## config.mk

```make
export PLATFORM = sky130hd
export DESIGN_NAME = uabd_autobaud
export DESIGN_NICKNAME = d
export VERILOG_FILES = /design/src/rtl/uabd_pkg.sv /design/src/rtl/uabd_rate_div.sv /design/src/rtl/uabd_autobaud.sv
export SDC_FILE = /design/constraint.sdc
export NUM_CORES = 1
export LEC_CHECK = 0
export BUFFER_PORTS_ARGS = -buffer_cell sky130_fd_sc_hd__buf_2
export CORE_MARGIN = 5
export CORE_UTILIZATION = 53
export DETAILED_ROUTE_END_ITERATION = 10
export GPL_TIMING_DRIVEN = 1
export PLACE_DENSITY = 0.81
export SLEW_MARGIN = 40
export SYNTH_ARGS = -nofsm -noshare
export SYNTH_HDL_FRONTEND = slang
export SYNTH_HIERARCHICAL = 1
export SYNTH_SLANG_ARGS = --single-unit
```

## constraint.sdc

```tcl
create_clock -name CLK -period 3.7 [get_ports CLK]
set_input_delay 0.74 -clock CLK [delete_from_list [all_inputs] [get_ports CLK]]
set_output_delay 0.74 -clock CLK [all_outputs]
set_load 0.05 [all_outputs]
```

## src/rtl/uabd_pkg.sv

```systemverilog
// Package with constants for the auto-baud detector
package uabd_pkg;
   localparam int DIV_WIDTH = 16;
   localparam int PRE_WIDTH = 9;
   // Prescale terminal counts for the measurement clock enable (divide minus one)
   localparam logic [8:0] ABD_DIV_SLOW = 9'h1ff; // Fosc/512
   localparam logic [8:0] ABD_DIV_MID = 9'h07f; // Fosc/128
   localparam logic [8:0] ABD_DIV_FAST = 9'h01f; // Fosc/32
   localparam logic [15:0] DIVISOR_START = 16'h0001;
   localparam logic [15:0] DIVISOR_RESET = 16'h0000;
   localparam logic [2:0] RISE_LAST = 3'h5;
   // Register offsets of the plain register port
   localparam logic [3:0] ADDR_CONTROL = 4'h0;
   localparam logic [3:0] ADDR_DIV_LOW = 4'h1;
   localparam logic [3:0] ADDR_DIV_HIGH = 4'h2;
   localparam logic [3:0] ADDR_RX_DATA = 4'h3;
   localparam logic [3:0] ADDR_IRQ_STATUS = 4'h4;
   localparam logic [3:0] ADDR_IRQ_MASK = 4'h5;
   // Control register bits
   localparam int CTL_AUTOBAUD_ENABLE = 0;
   localparam int CTL_WAKE_ON_BREAK = 1;
   localparam int CTL_WIDE_DIVISOR = 2;
   localparam int CTL_HIGH_SPEED = 3;
   localparam int CTL_RECEIVER_IDLE = 4;
   // Interrupt status bits
   localparam int IRQ_RECEIVE = 0;
   localparam int IRQ_DONE = 1;
   localparam int IRQ_BITS = 2;
   typedef enum logic [2:0] {
      ST_IDLE, ST_BREAK, ST_BREAK_END, ST_START, ST_COUNT
   } uabd_state_type;
endpackage

```

## src/rtl/uabd_rate_div.sv

```systemverilog
// Measurement clock enable divider selected by the rate selects
`timescale 1ns/1ps
`default_nettype none
module uabd_rate_div (
   input wire logic CLK,
   input wire logic RST_N,
   input wire logic CLEAR,
   input wire logic WIDE_SEL,
   input wire logic HIGH_SEL,
   output logic TICK
);
   typedef struct packed {
      logic [uabd_pkg::PRE_WIDTH-1:0] count;
   } uabd_div_state_type;
   uabd_div_state_type state, next_state;
   logic [uabd_pkg::PRE_WIDTH-1:0] limit;
   // Terminal count from the two selects
   always_comb begin
      unique case ({WIDE_SEL, HIGH_SEL})
         2'b00: limit = uabd_pkg::ABD_DIV_SLOW;
         2'b11: limit = uabd_pkg::ABD_DIV_FAST;
         default: limit = uabd_pkg::ABD_DIV_MID;
      endcase
      next_state = state;
      TICK = (state.count >= limit);
      if (CLEAR || TICK) begin
         next_state.count = '0;
      end else begin
         next_state.count = state.count + 1'b1;
      end
   end
   // State register
   always_ff @(posedge CLK) begin
      if (!RST_N) begin
         state <= '0;
      end else begin
         state <= next_state;
      end
   end
endmodule
`default_nettype wire

```

## src/rtl/uabd_autobaud.sv

```systemverilog
// Auto-baud measurement logic of a serial receiver with register port
//
// Implementation choices: the placing of the registers and strobed register access.
`timescale 1ns/1ps
`default_nettype none
module uabd_autobaud (
   input wire logic CLK,
   input wire logic RST_N,
   input wire logic RX,
   input wire logic [3:0] ADDR,
   input wire logic [7:0] WDATA,
   input wire logic WR,
   input wire logic RD,
   input wire logic [7:0] RX_BYTE,
   input wire logic RX_BYTE_VALID,
   output logic [7:0] RDATA,
   output logic RECEIVER_HOLD,
   output logic [15:0] DIVISOR,
   output logic IRQ
);
   typedef struct packed {
      uabd_pkg::uabd_state_type fsm;
      logic rx_prev;
      logic [2:0] rises;
      logic [15:0] divisor;
      logic autobaud_enable;
      logic wake_on_break_enable;
      logic wide_divisor_select;
      logic high_speed_select;
      logic [7:0] receive_data_reg;
      logic [uabd_pkg::IRQ_BITS-1:0] irq_status;
      logic [uabd_pkg::IRQ_BITS-1:0] irq_mask;
      logic [7:0] rdata;
   } uabd_top_state_type;
   uabd_top_state_type state, next_state;
   logic tick;
   logic div_clear;
   logic rise;
   logic wr_ctl;
   logic [uabd_pkg::IRQ_BITS-1:0] irq_set;
   // Measurement rate enable; restarted whenever a count phase begins
   uabd_rate_div u_div (
      .CLK(CLK),
      .RST_N(RST_N),
      .CLEAR(div_clear),
      .WIDE_SEL(state.wide_divisor_select),
      .HIGH_SEL(state.high_speed_select),
      .TICK(tick)
   );
   // Next state of the whole block
   always_comb begin
      next_state = state;
      irq_set = '0;
      rise = RX && !state.rx_prev;
      div_clear = (state.fsm != uabd_pkg::ST_COUNT);
      wr_ctl = WR && (ADDR == uabd_pkg::ADDR_CONTROL);
      next_state.rx_prev = RX;
      next_state.rdata = 8'h00;
      // Register writes
      if (wr_ctl) begin
         next_state.autobaud_enable = WDATA[uabd_pkg::CTL_AUTOBAUD_ENABLE];
         next_state.wake_on_break_enable = WDATA[uabd_pkg::CTL_WAKE_ON_BREAK];
         next_state.wide_divisor_select = WDATA[uabd_pkg::CTL_WIDE_DIVISOR];
         next_state.high_speed_select = WDATA[uabd_pkg::CTL_HIGH_SPEED];
      end
      if (WR && ADDR == uabd_pkg::ADDR_DIV_LOW && !state.autobaud_enable) begin
         next_state.divisor[7:0] = WDATA;
      end
      if (WR && ADDR == uabd_pkg::ADDR_DIV_HIGH && !state.autobaud_enable) begin
         next_state.divisor[15:8] = WDATA;
      end
      if (WR && ADDR == uabd_pkg::ADDR_IRQ_MASK) begin
         next_state.irq_mask = WDATA[uabd_pkg::IRQ_BITS-1:0];
      end
      if (WR && ADDR == uabd_pkg::ADDR_IRQ_STATUS) begin
         next_state.irq_status = state.irq_status & ~WDATA[uabd_pkg::IRQ_BITS-1:0];
      end
      // Register reads, data in the following cycle
      if (RD) begin
         unique case (ADDR)
            uabd_pkg::ADDR_CONTROL: next_state.rdata = {3'h0, !state.autobaud_enable,
               state.high_speed_select, state.wide_divisor_select,
               state.wake_on_break_enable, state.autobaud_enable};
            uabd_pkg::ADDR_DIV_LOW: next_state.rdata = state.divisor[7:0];
            uabd_pkg::ADDR_DIV_HIGH: next_state.rdata = state.divisor[15:8];
            uabd_pkg::ADDR_RX_DATA: next_state.rdata = state.receive_data_reg;
            uabd_pkg::ADDR_IRQ_STATUS: next_state.rdata = {6'h00, state.irq_status};
            uabd_pkg::ADDR_IRQ_MASK: next_state.rdata = {6'h00, state.irq_mask};
            default: next_state.rdata = 8'h00;
         endcase
      end
      // Reading the data register clears the receive flag
      if (RD && ADDR == uabd_pkg::ADDR_RX_DATA) begin
         next_state.irq_status[uabd_pkg::IRQ_RECEIVE] = 1'b0;
      end
      // Normal reception only when not calibrating
      if (RX_BYTE_VALID && !state.autobaud_enable) begin
         next_state.receive_data_reg = RX_BYTE;
         irq_set[uabd_pkg::IRQ_RECEIVE] = 1'b1;
      end
      // Measurement sequencer
      unique case (state.fsm)
         uabd_pkg::ST_IDLE: begin
            if (wr_ctl && WDATA[uabd_pkg::CTL_AUTOBAUD_ENABLE]) begin
               next_state.divisor = uabd_pkg::DIVISOR_START;
               next_state.rises = '0;
               if (WDATA[uabd_pkg::CTL_WAKE_ON_BREAK]) begin
                  next_state.fsm = uabd_pkg::ST_BREAK;
               end else begin
                  next_state.fsm = uabd_pkg::ST_START;
               end
            end
         end
         uabd_pkg::ST_BREAK: begin
            // Wait for break low to begin
            if (!RX) begin
               next_state.fsm = uabd_pkg::ST_BREAK_END;
            end
         end
         uabd_pkg::ST_BREAK_END: begin
            // Break ends on its rising edge; sync follows
            if (rise) begin
               next_state.fsm = uabd_pkg::ST_START;
            end
         end
         uabd_pkg::ST_START: begin
            // First rising edge after the start bit opens the count
            if (rise) begin
               next_state.rises = 3'h1;
               next_state.fsm = uabd_pkg::ST_COUNT;
            end
         end
         uabd_pkg::ST_COUNT: begin
            if (tick) begin
               next_state.divisor = state.divisor + 1'b1;
            end
            if (rise) begin
               next_state.rises = state.rises + 1'b1;
               if (state.rises + 1'b1 == uabd_pkg::RISE_LAST) begin
                  next_state.divisor = state.divisor;
                  next_state.fsm = uabd_pkg::ST_IDLE;
                  next_state.autobaud_enable = 1'b0;
                  irq_set = '1;
               end
            end
         end
      endcase
      // Software abort by clearing the enable
      if (wr_ctl && !WDATA[uabd_pkg::CTL_AUTOBAUD_ENABLE]) begin
         next_state.fsm = uabd_pkg::ST_IDLE;
      end
      // Hardware set wins over software clear
      next_state.irq_status = next_state.irq_status | irq_set;
   end
   // Outputs
   assign RDATA = state.rdata;
   assign RECEIVER_HOLD = state.autobaud_enable;
   assign DIVISOR = state.divisor;
   assign IRQ = |(state.irq_status & state.irq_mask);
   // State register
   always_ff @(posedge CLK) begin
      if (!RST_N) begin
         state <= '{fsm: uabd_pkg::ST_IDLE, rx_prev: 1'b1,
            divisor: uabd_pkg::DIVISOR_RESET, default: '0};
      end else begin
         state <= next_state;
      end
   end
endmodule
`default_nettype wire

```

Word level (Yosys, flattened, before mapping)
Cells that the tools add are included.
- register bits: 56
- output and inout port bits: 26
- logic and storage cells: 94
- add/subtract/negate cells: 3
- order comparisons: 1
- equal/unequal tests: 19
- mux-type cells: 27
- bitwise logic cells: 5
- reductions and logical operators: 26
- operator list (cell ; count):
    one-hot mux 8 bit (6 select lines) ; 1
    one-hot mux 16 bit (2 select lines) ; 1
    2-to-1 mux 3 bit ; 7
    2-to-1 mux 20 bit ; 1
    2-to-1 mux 19 bit ; 1
    one-hot mux 9 bit (2 select lines) ; 1
    2-to-1 mux 17 bit ; 1
    adder 16 x 1 -> 16 bit (second input constant) ; 1
    2-to-1 mux 16 bit ; 1
    2-to-1 mux 8 bit ; 2
    one-hot mux 3 bit (5 select lines) ; 1
    logical AND 1 bit ; 12
    inequality test 2 bit (second input constant) ; 6
    2-to-1 mux 2 bit ; 5
    adder 9 x 1 -> 9 bit (second input constant) ; 1
    greater-or-equal comparator 9 bit ; 1
    one-hot mux 3 bit (3 select lines) ; 1
    equality test 4 x 2 -> 1 bit (second input constant) ; 2
    equality test 4 x 3 -> 1 bit (second input constant) ; 2
    equality test 3 x 2 -> 1 bit (second input constant) ; 2
    equality test 3 bit (second input constant) ; 2
    inequality test 3 bit (second input constant) ; 2
    AND reduction 6 bit ; 1
    OR reduction 2 bit ; 3
    other kinds (18) ; 23

Longest topological paths before layout
- word-level depth: 8
- gate-level depth with buffers: 11

By module
Netlist, hierarchy kept.
- modules (own cells, without submodules) (module ; times used ; cells each ; area an instance (um2) ; seq. area each (um2)):
    uabd_autobaud ; 1 ; 356 ; 2971.6 ; 940.9
    uabd_rate_div ; 1 ; 54 ; 474.2 ; 180.2

Worst setup path before layout
OpenSTA, ideal clock, no wires.
- kind: flip-flop to flip-flop
- from: register state[21] (netlist bit)
- to: register state, in the netlist DIVISOR[4]
- data arrival time: 2.510 ns
- slack: 1.120 ns
- stages on the path, launching flop included: 11
- buffers on the path: 1
- period minus slack after synthesis: 2.580 ns
- path through: dfxtp_1 > or2_2 > ha_1 > a21oi_1 > nor2b_1 > or4_1 > inv_1 > a31oi_2 > buf_2 > or2_2 > a21oi_1
- longest elaborated chain between the ends: 7
- elaborated cells on any way between the ends: 8
- classes of those cells: order compare: 1; eq/ne: 1; mux: 5; reduce/logical: 1
- ends and longest elaborated chain (item ; line ; source):
    from (decl) ; uabd_autobaud.sv:35 ; uabd_top_state_type state, next_state;
    from (signal assigned) ; uabd_autobaud.sv:163 ; state <= '{fsm: uabd_pkg::ST_IDLE, rx_prev: 1'b1,
    from (signal assigned) ; uabd_autobaud.sv:166 ; state <= next_state;
    equality test 2 bit / zero test 2 bit (equally long branches) ; uabd_rate_div.sv:19 ; unique case ({WIDE_SEL, HIGH_SEL})
    one-hot mux 9 bit (2 select lines) * ; uabd_rate_div.sv:19 ;
    greater-or-equal comparator 9 bit * ; uabd_rate_div.sv:25 ; TICK = (state.count >= limit);
    net tick ; uabd_autobaud.sv:36 ; logic tick;
    2-to-1 mux 16 bit * ; uabd_autobaud.sv:134 ; if (tick) begin
    2-to-1 mux 17 bit ; uabd_autobaud.sv:139 ; if (state.rises + 1'b1 == uabd_pkg::RISE_LAST) begin
    2-to-1 mux 20 bit * ; uabd_autobaud.sv:137 ; if (rise) begin
    one-hot mux 16 bit (2 select lines) * ; uabd_autobaud.sv:102 ; unique case (state.fsm)
The timed path passes the listed nets; every way through them passes the cells marked *. The select of a mux whose other input is x is not followed.
A chain may end at the register's enable or synchronous reset.

Worst setup path in the final report
- from: register state[21] (netlist bit)
- to: register state, in the netlist DIVISOR[10]
Same word-level chain as after synthesis.

==> results.md <==
* FFs w/ async S/R, synth at 0%
* Post-CTS Hold Fix Bufs at 0
* Dpl hpwl at 6240 um
* Fin crit period at 3.13 ns
* Routed wl met3 at 646 um
* Setup TNS at 0 ns
* Register bit count reported by yosys at 56
* Largest area contributor in the netlist: dfxtp_1
* Synth Cell Area at 3450 um2
* Die area at 8210 um2
* Clock Sinks at 56
* Internal power at 0.791 mW
* Reg2Reg Depth at 10
* Clk Tree Root Cell: clkbuf_8
* Largest net degree at the start of global routing at 26
* Core Region at 6350 um2
* Worst endpoint required time at 3.93 ns
* Port Buffers at 51
* Wl on met1 at 3530 um
* Post-Synthesis Cells at 410
* Final Cycle Share at 84.5%
* Crit start category: register
* First DRT Iteration DRCs at 306
* Antenna diode count at 0
* Switching fraction of total power at 26.8%
* Worst-case clock buffer depth at 2
* Overflow after GRT at 0
* Top cells by area, synth: dfxtp_1 33%, buf_4 5.7%, mux2i_1 4.9%
* First-pass GRT wire length at 14200 um
* CP arrival at 3.36 ns
* Final layout net count at 460
* Worst hold path type: reg2reg
* H-tree levels at 2
* DR vias/cell at 6.23
* Antenna-violating nets left at 0
* I/O pin cnt at 52
* DP Worst Slack at 0.532 ns
* Syn_area_per_cell at 8.40 um2
* Setup violations, final at 0
* Initial antenna violation count at 0
* Reg power frac at 58.1%
* Max-slew headroom at 47.1%
* Clock slew at reported path FFs at 0.11 ns
* Area Growth Syn to Fin at 5.74%
* Netlist cell types at 63
* Post-CTS resize count at 0
* Crit. End Element: register
* Share of the synthesized area in the top cell type at 32.5%
* Filler cells at 575
* DIE HEIGHT at 90.6 um
* Combinational share of power at 10.5%
* GRT Resource Usage Total at 20.2%
* Die W at 90.6 um
* Seq/Total Area, Yosys at 32.5%
* Most common cell in the netlist: dfxtp_1
* Max Used Layer: met4
* Hold path cells at 2
* Yosys warnings at 6
* Psw at 0.290 mW
* CP max-delay cell: a311oi_4
* Total vias in the final route at 3142
* CP max FO at 11
* Maximum vdd drop at 0.187 mV
* Synth top cells by count: 56 x dfxtp_1, 39 x nand2_1, 38 x nor2_1
* Final worst setup slack at 0.574 ns
* Max stage delay on crit path at 0.54 ns
* Max cap viols at 0
* DRC at 0
* Share of cells above drive strength 1 at 19.7%
* Wire length per cell at 16.9 um
* Number of enable flip-flop cells after synthesis at 0
* Routed wire length at 8510 um
* Clock Latency Late Sink at 0.32 ns
* RePlAce Congestion at 0.873
* Worst-margin pin slew at 0.791 ns
* Post-CTS setup buffers at 0
* Num CTS Buffers at 5
* Max frequency at 0.320 GHz
* Clock Skews at 0.0188 ns
* Leakage at 1.44 nW
* Syn_nets at 444
* Met2 Routed Length at 4140 um
* Worst Path Class, Setup: reg2reg
* Power Density at 297 nW/um2
* Vias in the first global route at 3027
* CP cell instances: or2_2 > ha_1 > nand4_1 > nor3_1 > or4_1 > inv_1 > a311oi_4 > nand2_1 > o32a_1 > a21oi_1
* Run status: completed
* Initial Util at 54.3%
* Rows at 29
* Detailed Routing Iterations Pass 1 at 5
* Final Hold Fails at 0
* RSZ-0062 raised after global routing: false
* Clock Power Share at 31.4%
* Main synth FF type: dfxtp_1
* Fin. max-slew vios at 0
* CTS tree: built
==> path summary, 6_finish.rpt <==
check | from | endpoint | slack (ns)
min reg2reg | state[22]$_SDFFE_PN0P_ | state[22]$_SDFFE_PN0P_ | 0.47
max | state[21]$_SDFFE_PN0P_ | DIVISOR[10]$_SDFFE_PN0N_ | 0.57
max reg2reg | state[21]$_SDFFE_PN0P_ | DIVISOR[10]$_SDFFE_PN0N_ | 0.57
min | state[22]$_SDFFE_PN0P_ | state[22]$_SDFFE_PN0P_ | 0.47
==> layout by cell type (no fill, tap or decap), types with 5 or more instances in the layout <==
| master | synthesis | layout |
|---|---|---|
| mux2_2 | 6 | 6 |
| nand4_1 | 7 | 7 |
| buf_2 | 7 | 51 |
| nand2_1 | 39 | 39 |
| mux2i_1 | 17 | 17 |
| a31oi_1 | 9 | 9 |
| nand3_1 | 16 | 16 |
| nor2b_1 | 13 | 13 |
| inv_1 | 10 | 9 |
| nor3_1 | 10 | 10 |
| a22oi_1 | 7 | 7 |
| dfxtp_1 | 56 | 56 |
| a21oi_1 | 32 | 32 |
| xor2_1 | 5 | 5 |
| and3_1 | 5 | 5 |
| clkbuf_8 | 0 | 5 |
| nor2_1 | 38 | 38 |
| ha_1 | 8 | 8 |
| o21ai_0 | 10 | 10 |
==> layout make-up <==
cell class	instances	area [um2]	area share (%)
tap	77	96.3	2.64
timing repair buffer	53	270	7.42
sequential	56	1120	30.8
inverter	11	41.3	1.13
clock inverter	2	16.3	0.446
multi-input combinational	299	2030	55.6
clock buffer	6	72.6	1.99
==> flip-flops by register name, summed over array words and instances, names as in the netlist <==
| signal | flops |
|---|---|
| DIVISOR | 16 |
| RECEIVER_HOLD | 1 |
| state | 22 |
| u_div/state | 9 |
| RDATA | 8 |
==> through the flow <==
step,instance area (um2),std cells,power [mW],utilization (%),hold slack (ns)
floorplan,3450,410,0.720,-,0.433
CTS,3620,503,1.08,57.1,0.465
global placement,3530,495,0.750,55.5,0.446
finish,3640,504,1.08,57.4,0.465
detailed placement,3540,495,0.754,55.7,0.451
global route,3640,504,1.12,57.4,0.493
==> cell families after synthesis <==
family / after synthesis / share of synthesized area [%]
AND/OR/NAND/NOR: 156 / 23.9
AO/OA/AOI/OAI: 100 / 20.2
adder cells (fa/ha/maj): 8 / 2.90
multiplexers: 26 / 8.86
buffers and inverters: 55 / 9.30
flip-flops: 56 / 32.5
XOR/XNOR: 9 / 2.29
==> layer usage <==
layer,up-vias,GRT usage (%)
met5,-,0
met4,0,8.56
met3,23,4.50
met2,145,33.1
met1,1470,25.4
li1,1504,-
==> power groups by stage <==
stage / Clock (mW) / Sequential (mW) / Combinational, mW
finish: 0.339 / 0.628 / 0.114
global route: 0.366 / 0.630 / 0.124
CTS: 0.344 / 0.628 / 0.113
detailed placement: 0 / 0.642 / 0.112
global placement: 0 / 0.641 / 0.109
floorplan: 0 / 0.637 / 0.0831
==> worst max-delay path: cells and delay by family, from the launching register on <==
family                     cells  cell delay (ns)
adders and majority gates      1             0.33
and+or+nand+nor                5             1.15
AOI/OAI and AO/OA              3             1.04
DFF                            1             0.34
buffers and inverters          1             0.18
Power figures use the tool's default switching activity.
